### src/rqsp_pkg.sv
// rqsp_pkg: constants shared by the request stream port and its progress pipe
// assumes: one clock domain (pclk), registers reached over apb with 32-bit data
package rqsp_pkg;

    localparam int RQSP_DATA_MAX_W = 32'h0000_0100;
    localparam int RQSP_KEEP_W = 32'h0000_0008;
    localparam int RQSP_SIDEBAND_W = 32'h0000_003c;
    localparam int RQSP_ACCEPT_W = 32'h0000_0004;
    localparam int RQSP_PROGRESS_W = 32'h0000_0004;
    localparam int RQSP_DWORD_W = 32'h0000_0020;
    localparam int RQSP_IF_W_DEFAULT = 32'h0000_0100;
    // sideband position of the progress number
    localparam int RQSP_PROGRESS_LSB = 32'h0000_0018;
    // cycles from the end beat leaving the port until the request can not be passed
    localparam int RQSP_PROGRESS_DEPTH = 32'h0000_0003;

    ////////////////////////////////////////////////////////////////////////////
    localparam int RQSP_ADDR_W = 32'h0000_000c;
    localparam logic [11:0] RQSP_CTRL_OFS = 12'h000;
    localparam logic [11:0] RQSP_STATUS_OFS = 12'h004;
    localparam logic [11:0] RQSP_PKT_COUNT_OFS = 12'h008;
    localparam logic [11:0] RQSP_BEAT_COUNT_OFS = 12'h00c;

    localparam int RQSP_CTRL_ACCEPT_EN_BIT = 32'h0000_0000;
    localparam int RQSP_CTRL_PROGRESS_EN_BIT = 32'h0000_0001;
    localparam int RQSP_CTRL_CLEAR_BIT = 32'h0000_0002;
    localparam logic RQSP_CTRL_ACCEPT_EN_RST = 1'h1;
    localparam logic RQSP_CTRL_PROGRESS_EN_RST = 1'h1;

    localparam int RQSP_STATUS_IN_PACKET_BIT = 32'h0000_0000;
    localparam int RQSP_STATUS_TX_VALID_BIT = 32'h0000_0001;
    localparam int RQSP_STATUS_ACCEPT_BIT = 32'h0000_0002;
    localparam int RQSP_STATUS_LAST_PROGRESS_LSB = 32'h0000_0004;

    typedef enum logic [0:0]
    {
        RQSP_IDLE = 1'b0,
        RQSP_MID = 1'b1
    } rqsp_state_type;

endpackage : rqsp_pkg

### src/rqsp_progress_if.sv
// rqsp_progress_if: progress numbers entering and leaving the transmit pipe
// assumes: both ends clocked by the same pclk
`timescale 1ns/100ps
`default_nettype none

interface rqsp_progress_if;
    logic [3:0] in_num;
    logic in_strobe;
    logic [3:0] out_num;
    logic out_strobe;

    modport pipe
    (
        input in_num,
        input in_strobe,
        output out_num,
        output out_strobe
    );

    modport port
    (
        output in_num,
        output in_strobe,
        input out_num,
        input out_strobe
    );
endinterface : rqsp_progress_if

`default_nettype wire

### src/rqsp_progress_pipe.sv
// rqsp_progress_pipe: fixed delay line carrying progress numbers past the
// point where a later completion can no longer overtake the request
// assumes: clock enable freezes every stage together
`timescale 1ns/100ps
`default_nettype none

module rqsp_progress_pipe #(
    parameter int DEPTH = rqsp_pkg::RQSP_PROGRESS_DEPTH
) (
    input wire logic pclk,
    input wire logic presetn,
    input wire logic ce,
    rqsp_progress_if.pipe prog
);

    generate
        if (DEPTH < 1)
        begin : g_bad_depth
            $error("rqsp_progress_pipe: DEPTH must be at least 1");
        end
    endgenerate

    logic [3:0] num_q [DEPTH];
    logic [DEPTH-1:0] vld_q;

    ////////////////////////////////////////////////////////////////////////////
    always_ff @(posedge pclk or negedge presetn)
    begin
        if (!presetn)
        begin
            vld_q <= '0;
            for (int i = 0; i < DEPTH; i++)
            begin
                num_q[i] <= 4'h0;
            end
        end
        else if (ce)
        begin
            vld_q[0] <= prog.in_strobe;
            num_q[0] <= prog.in_num;
            for (int i = 1; i < DEPTH; i++)
            begin
                vld_q[i] <= vld_q[i-1];
                num_q[i] <= num_q[i-1];
            end
        end
    end

    // one stage per entry, so each number gives one enabled strobe cycle; the strobe stays up for as long as ce is low
    assign prog.out_strobe = vld_q[DEPTH-1];
    assign prog.out_num = num_q[DEPTH-1];

    ////////////////////////////////////////////////////////////////////////////
    AST_PROGRESS_ECHO: assert property (
        @(posedge pclk iff ce) disable iff (!presetn)
        prog.in_strobe |-> ##DEPTH (prog.out_strobe && prog.out_num == $past(prog.in_num, DEPTH)))
    else $error("progress number not echoed after pipe depth");

    AST_STROBE_ONE_PER_ENTRY: assert property (
        @(posedge pclk iff ce) disable iff (!presetn)
        prog.out_strobe |-> $past(prog.in_strobe, DEPTH))
    else $error("progress strobe without a matching entry");

endmodule : rqsp_progress_pipe

`default_nettype wire

### src/rqsp_request_port.sv
// rqsp_request_port: request stream port of the core; takes request beats from
// the application, masks them to the configured width, forwards them to the
// transmit pipeline and echoes progress numbers once requests are safe
// assumes: application and transmit side share pclk; apb master on pclk
//
// Added by the designer: the placing of the registers and the APB interface to the registers.
`timescale 1ns/100ps
`default_nettype none

module rqsp_request_port #(
    parameter int IF_W = rqsp_pkg::RQSP_IF_W_DEFAULT,
    parameter int PROGRESS_DEPTH = rqsp_pkg::RQSP_PROGRESS_DEPTH
) (
    input wire logic pclk,
    input wire logic presetn,
    input wire logic ce,
    input wire logic psel,
    input wire logic penable,
    input wire logic pwrite,
    input wire logic [11:0] paddr,
    input wire logic [31:0] pwdata,
    input wire logic [3:0] pstrb,
    output logic [31:0] prdata,
    output logic pready,
    output logic pslverr,
    input wire logic [255:0] request_stream_data,
    input wire logic [59:0] request_stream_sideband,
    input wire logic request_stream_end,
    input wire logic [7:0] request_stream_dword_keep,
    input wire logic request_stream_present,
    output logic [3:0] request_stream_accept,
    output logic [3:0] request_progress_out,
    output logic request_progress_strobe,
    output logic [255:0] tx_data,
    output logic [7:0] tx_keep,
    output logic [59:0] tx_sideband,
    output logic tx_end,
    output logic tx_valid,
    input wire logic tx_ready
);

    generate
        if (IF_W != 64 && IF_W != 128 && IF_W != 256)
        begin : g_bad_width
            $error("rqsp_request_port: IF_W must be 64, 128 or 256");
        end
    endgenerate

    // upper lanes are dead at narrow widths, whatever the application drives
    localparam logic [255:0] DATA_MASK = (IF_W == 256) ? {256{1'b1}} :
        (IF_W == 128) ? {128'h0, {128{1'b1}}} : {192'h0, {64{1'b1}}};
    localparam logic [7:0] KEEP_MASK = (IF_W == 256) ? 8'hff :
        (IF_W == 128) ? 8'h0f : 8'h03;
    localparam int PLSB = rqsp_pkg::RQSP_PROGRESS_LSB;

    ////////////////////////////////////////////////////////////////////////////
    // registers
    logic accept_en_q;
    logic progress_en_q;
    logic clear_q;
    logic [31:0] pkt_count_q;
    logic [31:0] beat_count_q;
    logic [3:0] last_progress_q;
    logic [31:0] prdata_q;
    logic rd_armed_q;

    // datapath
    rqsp_pkg::rqsp_state_type state_q;
    rqsp_pkg::rqsp_state_type state_d;
    logic [3:0] seq_hold_q;
    logic [3:0] tx_seq_q;
    logic [255:0] tx_data_q;
    logic [7:0] tx_keep_q;
    logic [59:0] tx_sideband_q;
    logic tx_end_q;
    logic tx_valid_q;

    ////////////////////////////////////////////////////////////////////////////
    // stream handshake
    wire accept = ce && accept_en_q && (!tx_valid_q || tx_ready);
    wire beat_fire = request_stream_present && accept;
    wire tx_fire = ce && tx_valid_q && tx_ready;
    wire packet_done = beat_fire && request_stream_end;
    wire [3:0] side_seq = request_stream_sideband[PLSB +: 4];
    wire [3:0] seq_cur = (state_q == rqsp_pkg::RQSP_IDLE) ? side_seq : seq_hold_q;
    wire [255:0] data_masked = request_stream_data & DATA_MASK;
    wire [7:0] keep_masked = request_stream_dword_keep & KEEP_MASK;

    assign request_stream_accept = {4{accept}};

    always_comb
    begin
        state_d = state_q;
        case (state_q)
            rqsp_pkg::RQSP_IDLE:
            begin
                if (beat_fire && !request_stream_end)
                begin
                    state_d = rqsp_pkg::RQSP_MID;
                end
            end
            rqsp_pkg::RQSP_MID:
            begin
                if (packet_done)
                begin
                    state_d = rqsp_pkg::RQSP_IDLE;
                end
            end
            default:
            begin
                state_d = rqsp_pkg::RQSP_IDLE;
            end
        endcase
    end

    always_ff @(posedge pclk or negedge presetn)
    begin
        if (!presetn)
        begin
            state_q <= rqsp_pkg::RQSP_IDLE;
            seq_hold_q <= 4'h0;
        end
        else if (ce)
        begin
            state_q <= state_d;
            if (beat_fire)
            begin
                seq_hold_q <= seq_cur;
            end
        end
    end

    // output stage: loads on a moved beat, holds while the transmit side stalls
    always_ff @(posedge pclk or negedge presetn)
    begin
        if (!presetn)
        begin
            tx_data_q <= 256'h0;
            tx_keep_q <= 8'h0;
            tx_sideband_q <= 60'h0;
            tx_end_q <= 1'h0;
            tx_seq_q <= 4'h0;
        end
        else if (beat_fire)
        begin
            tx_data_q <= data_masked;
            tx_keep_q <= keep_masked;
            tx_sideband_q <= request_stream_sideband;
            tx_end_q <= request_stream_end;
            tx_seq_q <= seq_cur;
        end
    end

    always_ff @(posedge pclk or negedge presetn)
    begin
        if (!presetn)
        begin
            tx_valid_q <= 1'h0;
        end
        else if (ce)
        begin
            tx_valid_q <= beat_fire || (tx_valid_q && !tx_ready);
        end
    end

    assign tx_data = tx_data_q;
    assign tx_keep = tx_keep_q;
    assign tx_sideband = tx_sideband_q;
    assign tx_end = tx_end_q;
    assign tx_valid = tx_valid_q;

    ////////////////////////////////////////////////////////////////////////////
    // progress: numbers enter the pipe as the end beat leaves the port
    rqsp_progress_if prog_if ();

    assign prog_if.in_strobe = tx_fire && tx_end_q && progress_en_q;
    assign prog_if.in_num = tx_seq_q;
    assign request_progress_out = prog_if.out_num;
    assign request_progress_strobe = prog_if.out_strobe;

    rqsp_progress_pipe #(
        .DEPTH(PROGRESS_DEPTH)
    ) u_progress_pipe (
        .pclk(pclk),
        .presetn(presetn),
        .ce(ce),
        .prog(prog_if.pipe)
    );

    ////////////////////////////////////////////////////////////////////////////
    // apb slave: read data captured once per transfer, pready follows it
    wire sel_ctrl = paddr == rqsp_pkg::RQSP_CTRL_OFS;
    wire sel_status = paddr == rqsp_pkg::RQSP_STATUS_OFS;
    wire sel_pkt = paddr == rqsp_pkg::RQSP_PKT_COUNT_OFS;
    wire sel_beat = paddr == rqsp_pkg::RQSP_BEAT_COUNT_OFS;
    wire addr_hit = sel_ctrl || sel_status || sel_pkt || sel_beat;
    wire apb_done = psel && penable && pready;
    wire ctrl_write = apb_done && pwrite && sel_ctrl && pstrb[0];
    wire [31:0] ctrl_rd = {30'h0, progress_en_q, accept_en_q};
    wire [31:0] status_rd = {24'h0, last_progress_q, 1'h0, accept, tx_valid_q, state_q == rqsp_pkg::RQSP_MID};
    wire [31:0] rd_mux = sel_ctrl ? ctrl_rd : sel_status ? status_rd :
        sel_pkt ? pkt_count_q : sel_beat ? beat_count_q : 32'h0;

    assign pready = ce && psel && penable && (pwrite || rd_armed_q);
    assign pslverr = pready && !addr_hit;
    assign prdata = prdata_q;

    always_ff @(posedge pclk or negedge presetn)
    begin
        if (!presetn)
        begin
            prdata_q <= 32'h0;
            rd_armed_q <= 1'h0;
        end
        else if (ce)
        begin
            if (apb_done)
            begin
                rd_armed_q <= 1'h0;
            end
            else if (psel && !pwrite && !rd_armed_q)
            begin
                prdata_q <= rd_mux;
                rd_armed_q <= 1'h1;
            end
        end
    end

    always_ff @(posedge pclk or negedge presetn)
    begin
        if (!presetn)
        begin
            accept_en_q <= rqsp_pkg::RQSP_CTRL_ACCEPT_EN_RST;
            progress_en_q <= rqsp_pkg::RQSP_CTRL_PROGRESS_EN_RST;
            clear_q <= 1'h0;
        end
        else if (ce)
        begin
            clear_q <= ctrl_write && pwdata[rqsp_pkg::RQSP_CTRL_CLEAR_BIT];
            if (ctrl_write)
            begin
                accept_en_q <= pwdata[rqsp_pkg::RQSP_CTRL_ACCEPT_EN_BIT];
                progress_en_q <= pwdata[rqsp_pkg::RQSP_CTRL_PROGRESS_EN_BIT];
            end
        end
    end

    // a beat that lands in the clear cycle still counts
    wire [31:0] beat_base = clear_q ? 32'h0 : beat_count_q;
    wire [31:0] pkt_base = clear_q ? 32'h0 : pkt_count_q;

    always_ff @(posedge pclk or negedge presetn)
    begin
        if (!presetn)
        begin
            beat_count_q <= 32'h0;
            pkt_count_q <= 32'h0;
            last_progress_q <= 4'h0;
        end
        else if (ce)
        begin
            beat_count_q <= beat_base + {31'h0, beat_fire};
            pkt_count_q <= pkt_base + {31'h0, packet_done};
            if (prog_if.out_strobe)
            begin
                last_progress_q <= prog_if.out_num;
            end
        end
    end

    ////////////////////////////////////////////////////////////////////////////
    AST_ACCEPT_UNIFORM: assert property (
        @(posedge pclk) disable iff (!presetn)
        request_stream_accept == 4'h0 || request_stream_accept == 4'hf)
    else $error("accept bits disagree");

    AST_DATA_MASKED: assert property (
        @(posedge pclk) disable iff (!presetn)
        beat_fire |=> tx_data == ($past(request_stream_data) & DATA_MASK))
    else $error("forwarded data not masked to interface width");

    AST_KEEP_MASKED: assert property (
        @(posedge pclk) disable iff (!presetn)
        tx_valid |-> (tx_keep & ~KEEP_MASK) == 8'h0)
    else $error("keep bits above configured lanes forwarded");

    AST_SIDEBAND_CAPTURE: assert property (
        @(posedge pclk) disable iff (!presetn)
        beat_fire |=> tx_sideband == $past(request_stream_sideband) && tx_valid)
    else $error("sideband not taken with its beat");

    AST_STALL_HOLDS: assert property (
        @(posedge pclk) disable iff (!presetn)
        (tx_valid && !tx_ready) |=> tx_valid && $stable(tx_data) && $stable(tx_end))
    else $error("output beat changed while stalled");

    AST_BEAT_COUNTS: assert property (
        @(posedge pclk) disable iff (!presetn)
        (ce && !clear_q) |=> beat_count_q == $past(beat_count_q) + {31'h0, $past(beat_fire)})
    else $error("beat counter disagrees with handshake");

    AST_FIRST_BEAT_NUMBER: assert property (
        @(posedge pclk) disable iff (!presetn)
        (beat_fire && state_q == rqsp_pkg::RQSP_IDLE) |=> tx_seq_q == $past(side_seq))
    else $error("progress number not taken from first beat");

    AST_NO_ACCEPT_DISABLED: assert property (
        @(posedge pclk) disable iff (!presetn)
        (ctrl_write && !pwdata[0]) |=> request_stream_accept == 4'h0 [*2])
    else $error("beats accepted while disabled");

    COV_SINGLE_BEAT: cover property (
        @(posedge pclk) disable iff (!presetn)
        beat_fire && request_stream_end && state_q == rqsp_pkg::RQSP_IDLE);

    COV_STALL_MID_PACKET: cover property (
        @(posedge pclk) disable iff (!presetn)
        state_q == rqsp_pkg::RQSP_MID && request_stream_present && !accept);

    COV_PROGRESS_ECHO: cover property (
        @(posedge pclk) disable iff (!presetn)
        request_progress_strobe ##1 !request_progress_strobe);

endmodule : rqsp_request_port

`default_nettype wire

### config.mk
export PLATFORM = sky130hd
export DESIGN_NAME = rqsp_request_port
export DESIGN_NICKNAME = d
export VERILOG_FILES = /design/src/rqsp_pkg.sv /design/src/rqsp_progress_if.sv /design/src/rqsp_progress_pipe.sv /design/src/rqsp_request_port.sv
export SDC_FILE = /design/constraint.sdc
export NUM_CORES = 1
export LEC_CHECK = 0
export BUFFER_PORTS_ARGS = -buffer_cell sky130_fd_sc_hd__buf_2
export CAP_MARGIN = 10
export CORE_AREA = 2 2 292 294
export CTS_BUF_LIST = sky130_fd_sc_hd__clkbuf_16
export DETAILED_ROUTE_END_ITERATION = 12
export DIE_AREA = 0 0 294 296
export MAX_ROUTING_LAYER = met4
export SKIP_CTS_REPAIR_TIMING = 1
export SLEW_MARGIN = 20
export SYNTH_ARGS = -nofsm -noshare
export SYNTH_HDL_FRONTEND = slang
export SYNTH_HIERARCHICAL = 1
export SYNTH_SLANG_ARGS = --single-unit
### constraint.sdc
create_clock -name pclk -period 3.4 [get_ports pclk]
set_input_delay 0.17 -clock pclk [delete_from_list [all_inputs] [get_ports pclk]]
set_output_delay 0.17 -clock pclk [all_outputs]
set_load 0.01 [all_outputs]
**Word-level counts from Yosys, hierarchy flattened**

Index checks and enable logic that the tools add are counted.

- Register bits after elaboration: 454
- Input bits: 381
- Output and inout bits: 369
- Logic and storage cells: 80

- Add/subtract/negate cells: 2
- Equal/unequal tests: 3
- Multiplexer cells: 12
- Bitwise operators: 2
- Reductions and logical operators: 41

Operator list:

| operator | number |
|---|---|
| two-way mux 32 bit | 6 |
| adder 32 x 1 -> 32 bit | 2 |
| equality test 12 x 4 -> 1 bit, second input constant | 2 |
| logical AND 1 bit | 22 |
| equality test 12 x 3 -> 1 bit, second input constant | 1 |
| logical NOT 12 bit | 1 |
| AND reduction 2 bit | 4 |
| logical NOT 1 bit | 6 |
| logical OR 1 bit | 6 |
| two-way mux 1 bit | 4 |
| two-way mux 4 bit | 1 |
| AND reduction 3 bit | 1 |
| NOT 1 bit | 2 |
| one-hot mux 1 bit (2 select lines) | 1 |
| nonzero test 2 bit | 1 |

**Longest topological paths before layout**

- Depth in word-level cells: 8
- Mapped depth: 14

**Modules after synthesis**

The synthesis kept the hierarchy.

By module, submodules not included:

| module | times used | cells each | area each (sq um) | sequential area each (sq um) |
|---|---|---|---|---|
| rqsp_request_port | 1 | 1333 | 17999.8 | 10988.0 |
| rqsp_progress_pipe | 1 | 36 | 643.1 | 375.4 |

**Worst setup path before layout**

Ideal clock, no wire load.

- Kind: register to register
- Start point: register tx_valid_q (netlist: tx_valid)
- End point: register beat_count_q[16]
- Library setup time: 0.124 ns
- Arrival time: 3.306 ns
- Required time: 3.276 ns
- Path slack: -0.030 ns
- Stages on the path, launching flop included: 14
- Buffers on the path: 4
- Cell sequence: dfrtp_1 > nor2b_1 > or3b_2 > clkbuf_1 > clkbuf_1 > clkbuf_1 > inv_1 > ha_1 > ha_1 > nand4b_1 > nor4_1 > clkbuf_1 > nand2_1 > a211o_1

- Longest elaborated chain between the ends: 5

RTL lines:

| what | RTL line | text |
|---|---|---|
| start, declared | rqsp_request_port.sv:76 | `logic tx_valid_q;` |
| start signal, assigned | rqsp_request_port.sv:162 | `tx_valid_q <= beat_fire \|\| (tx_valid_q && !tx_ready);` |
| logical NOT 1 bit | rqsp_request_port.sv:80 | `wire accept = ce && accept_en_q && (!tx_valid_q \|\| tx_ready);` |
| logical OR 1 bit | rqsp_request_port.sv:80 |  |
| logical AND 1 bit | rqsp_request_port.sv:80 |  |
| logical AND 1 bit | rqsp_request_port.sv:81 | `wire beat_fire = request_stream_present && accept;` |
| adder 32 x 1 -> 32 bit | rqsp_request_port.sv:262 | `beat_count_q <= beat_base + {31'h0, beat_fire};` |
| end signal, assigned | rqsp_request_port.sv:262 |  |
| end, declared | rqsp_request_port.sv:62 | `logic [31:0] beat_count_q;` |

Every way passes these cells.
A chain may end at the register's enable or synchronous reset.

**Final worst setup path**

- Start point: register accept_en_q
- End point: register pkt_count_q[14]

- Longest elaborated chain between the ends: 5

RTL lines:

| what | RTL line | text |
|---|---|---|
| start, declared | rqsp_request_port.sv:58 | `logic accept_en_q;` |
| start signal, assigned | rqsp_request_port.sv:233 | `accept_en_q <= rqsp_pkg::RQSP_CTRL_ACCEPT_EN_RST;` |
| start signal, assigned | rqsp_request_port.sv:242 | `accept_en_q <= pwdata[rqsp_pkg::RQSP_CTRL_ACCEPT_EN_BIT];` |
| logical AND 1 bit (2 in a row) | rqsp_request_port.sv:80 |  |
| logical AND 1 bit | rqsp_request_port.sv:81 |  |
| logical AND 1 bit | rqsp_request_port.sv:83 | `wire packet_done = beat_fire && request_stream_end;` |
| adder 32 x 1 -> 32 bit | rqsp_request_port.sv:263 | `pkt_count_q <= pkt_base + {31'h0, packet_done};` |
| end signal, assigned | rqsp_request_port.sv:263 |  |
| end, declared | rqsp_request_port.sv:61 | `logic [31:0] pkt_count_q;` |

Every way passes these cells.

==> flow_summary.json <==
{
  "status": "finished clean",
  "final_area_um2": 28600,
  "layout_worst_path_cycle_share": 0.822,
  "async_reset_ff_frac": 1.00,
  "most-common-layout-cells": "buf_2, dfrtp_1, mux2_2, dlygate4sd3_1, nand2_1",
  "cellPowerDensity_nw_per_um2": 408,
  "synthDistinctLibCells": 58,
  "arrival_ns": 3.33,
  "synth.top_cell.area_share": 0.607,
  "first_global_vias": 14100,
  "drcViolationCount": 0,
  "grt_pass1_wl_um": 98400,
  "cp.buffers_inverters": 0,
  "clock.fmax_mhz": 358,
  "layout.nets": 2803,
  "synth_compound_area_frac": 0.0390,
  "syn_inst": 1369,
  "synthMuxAreaShare": 0.224,
  "grt_overflow_total": 0,
  "antenna_left": 0,
  "use_met3": 0.0709,
  "vias": 15300,
  "fin_setup_tns_ns": 0,
  "track_usage": 0.159,
  "finalMaxSlewViolations": 0,
  "clk_path_buf_depth": 3,
  "drive_gt1_frac": 0.483,
  "setup_violations": 0,
  "antenna_found_initial": 19,
  "drt_wl_total_um": 73300,
  "fin_crit_ns": 2.80,
  "path_cells": "nand2_1 > nor2_1 > and3_1 > ha_1 > ha_1 > and3_1 > nand3_1 > or4b_2 > nand4_1",
  "vias_per_cell": 4.30,
  "hold_class": "input port to flip-flop",
  "clk_pin_slew_ns": 0.06,
  "start_util": 0.221,
  "postSynthAreaPerCell_um2": 13.6,
  "rsz0062_at_grt": "false",
  "grt-busiest-layer": "met2",
  "grt_use_met2": 0.239,
  "cts.htree.levels": 2,
  "synth_nets": 1754,
  "crit_required_ns": 3.93,
  "fp.coreArea_um2": 84200,
  "synth-simple-area-share": 0.0821,
  "die_w_um": 294,
  "ys_seq_area_frac": 0.610,
  "clockRootBuffer": "clkbuf_16",
  "slowest_delay_ns": 0.65,
  "worstSetupPathType": "flip-flop to flip-flop",
  "max_cap_violations": 0,
  "hold_viol": 0,
  "synth_fa_ha_area_frac": 0.00268,
  "area_growth_pct": 53.4,
  "pin_count": 750,
  "crit_slowest_cell": "or4b_2",
  "ir_drop_mv": 0.460,
  "start_kind": "flip-flop",
  "p_leak_nw": 15.2,
  "final_common_cell": "buf_2",
  "dpl-instance-area_um2": 23600,
  "clock_sinks": 454,
  "gp_congestion": 0.872,
  "rows": 107,
  "yosys_most_used_dff": "dfrtp_1",
  "yosysTopAreaCell": "dfrtp_1",
  "ys_seq_elements": 454,
  "cts_tree": "yes",
  "met1_usage": 0.195,
  "path_max_fanout": 5,
  "synth_top_family_by_area": "multiplexers",
  "place_hpwl_um": 55200,
  "numPortBuffers": 717,
  "dieHeight_um": 296,
  "clk_latency_ns": 0.62,
  "avgRoutedWirePerCell_um": 20.5,
  "fin_worst_skew_ns": 0.0321,
  "whs_ns": 0.0226,
  "yosysWarnings": 6,
  "die_area_um2": 87000,
  "synth_edf_count": 0,
  "synth_xor_area_frac": 0.0174,
  "crit_family": "simple AND/OR/NAND/NOR gates",
  "syn-cell-area_um2": 18600,
  "grt_max_degree": 170,
  "slew_headroom": 0.334,
  "firstDrtPassIters": 4,
  "finalPower_mw": 11.7,
  "synthTopCellsByArea": "dfrtp_1, mux2_2, nand2_1",
  "drt_iter0_markers": 695,
  "tightestPinTransition_ns": 0.999,
  "critPathCaptureType": "flip-flop",
  "cts_buffers": 53
}
per-layer routing:
layer | up-vias | share of wire
li1 | 7006 | -
met1 | 7658 | 0.43
met2 | 574 | 0.46
met3 | 98 | 0.087
met4 | 0 | 0.026
met5 | - | 0
path summary, 6_finish.rpt:
| path | slack [ns] | depth (start not counted) | startpoint | end |
|---|---|---|---|---|
| worst max-delay path | 0.60 | 9 | accept_en_q | pkt_count_q[14] |
| worst min-delay path | 0.02 | 4 | pstrb[0] | clear_q |
| worst max register to register | 0.60 | 9 | accept_en_q | pkt_count_q[14] |
| worst min register to register | 0.47 | 2 | prdata[8] | prdata[8] |
| max in group asynchronous | 2.05 | 3 | presetn | tx_data[146] |
| min in group asynchronous | 0.20 | 2 | presetn | tx_sideband[33] |
logic make-up (layout without fill, tap and decap cells):
logic type / Yosys count / after routing
flip-flops: 454 / 454
multiplexers: 366 / 366
AND/OR/NAND/NOR: 286 / 286
AO/OA/AOI/OAI: 111 / 111
buffers and inverters: 111 / 1202
XOR/XNOR: 37 / 37
adder cells (fa/ha/maj): 4 / 4
other: 0 / 20
cell usage after synthesis (11+ instances only):
cell	instances
dfrtp_1	452
mux2_2	341
nand2_1	107
clkbuf_1	76
o21ai_0	37
a22oi_1	28
nand4_1	28
nand3_1	24
nor2_1	24
inv_1	20
xor2_1	20
nor2b_1	18
xnor2_1	17
nor3_1	14
nor4_1	13
mux2_4	12
mux2i_1	11
o22ai_1	11
worst reg2reg max path, delay by kind of cell, from the launching register on:
kind                       cells  cell delay (ns)
adders and majority gates      2             0.50
DFF                            1             0.54
and+or+nand+nor                7             1.69
metrics by stage:
step	instances	utilization	worst slack, ns
after floorplan	1369	-	0.0508
after global placement	3120	0.280	0.592
after detailed placement	3120	0.280	0.591
after CTS	3217	0.299	0.583
after global routing	3569	0.340	0.414
final	3570	0.340	0.604
registers in the layout, summed over array words and instances (netlist names), 8 cells and up, named ones only:
name / cells
tx_keep: 8
u_progress_pipe/num_q: 8
tx_sideband: 60
beat_count_q: 32
pkt_count_q: 32
prdata: 32
tx_data: 256
area by class of cell:
type                            count  area (µm²)
Timing Repair Buffer             1085        7240
Sequential cell                   454       11400
Clock buffer                       53        1330
Fill cell                        8275       55600
Inverter                           20        75.1
Antenna cell                       20        50.0
Clock inverter                     44         340
Multi-Input combinational cell    804        6840
Tap cell                         1090        1360
where the power goes:
part           internal, mW  switching, mW  leakage, nW
Combinational         0.436          0.315         8.08
Clock                  3.13           2.37        0.860
Sequential             5.41        0.00477         6.25
(Power assumes the default switching activity.)
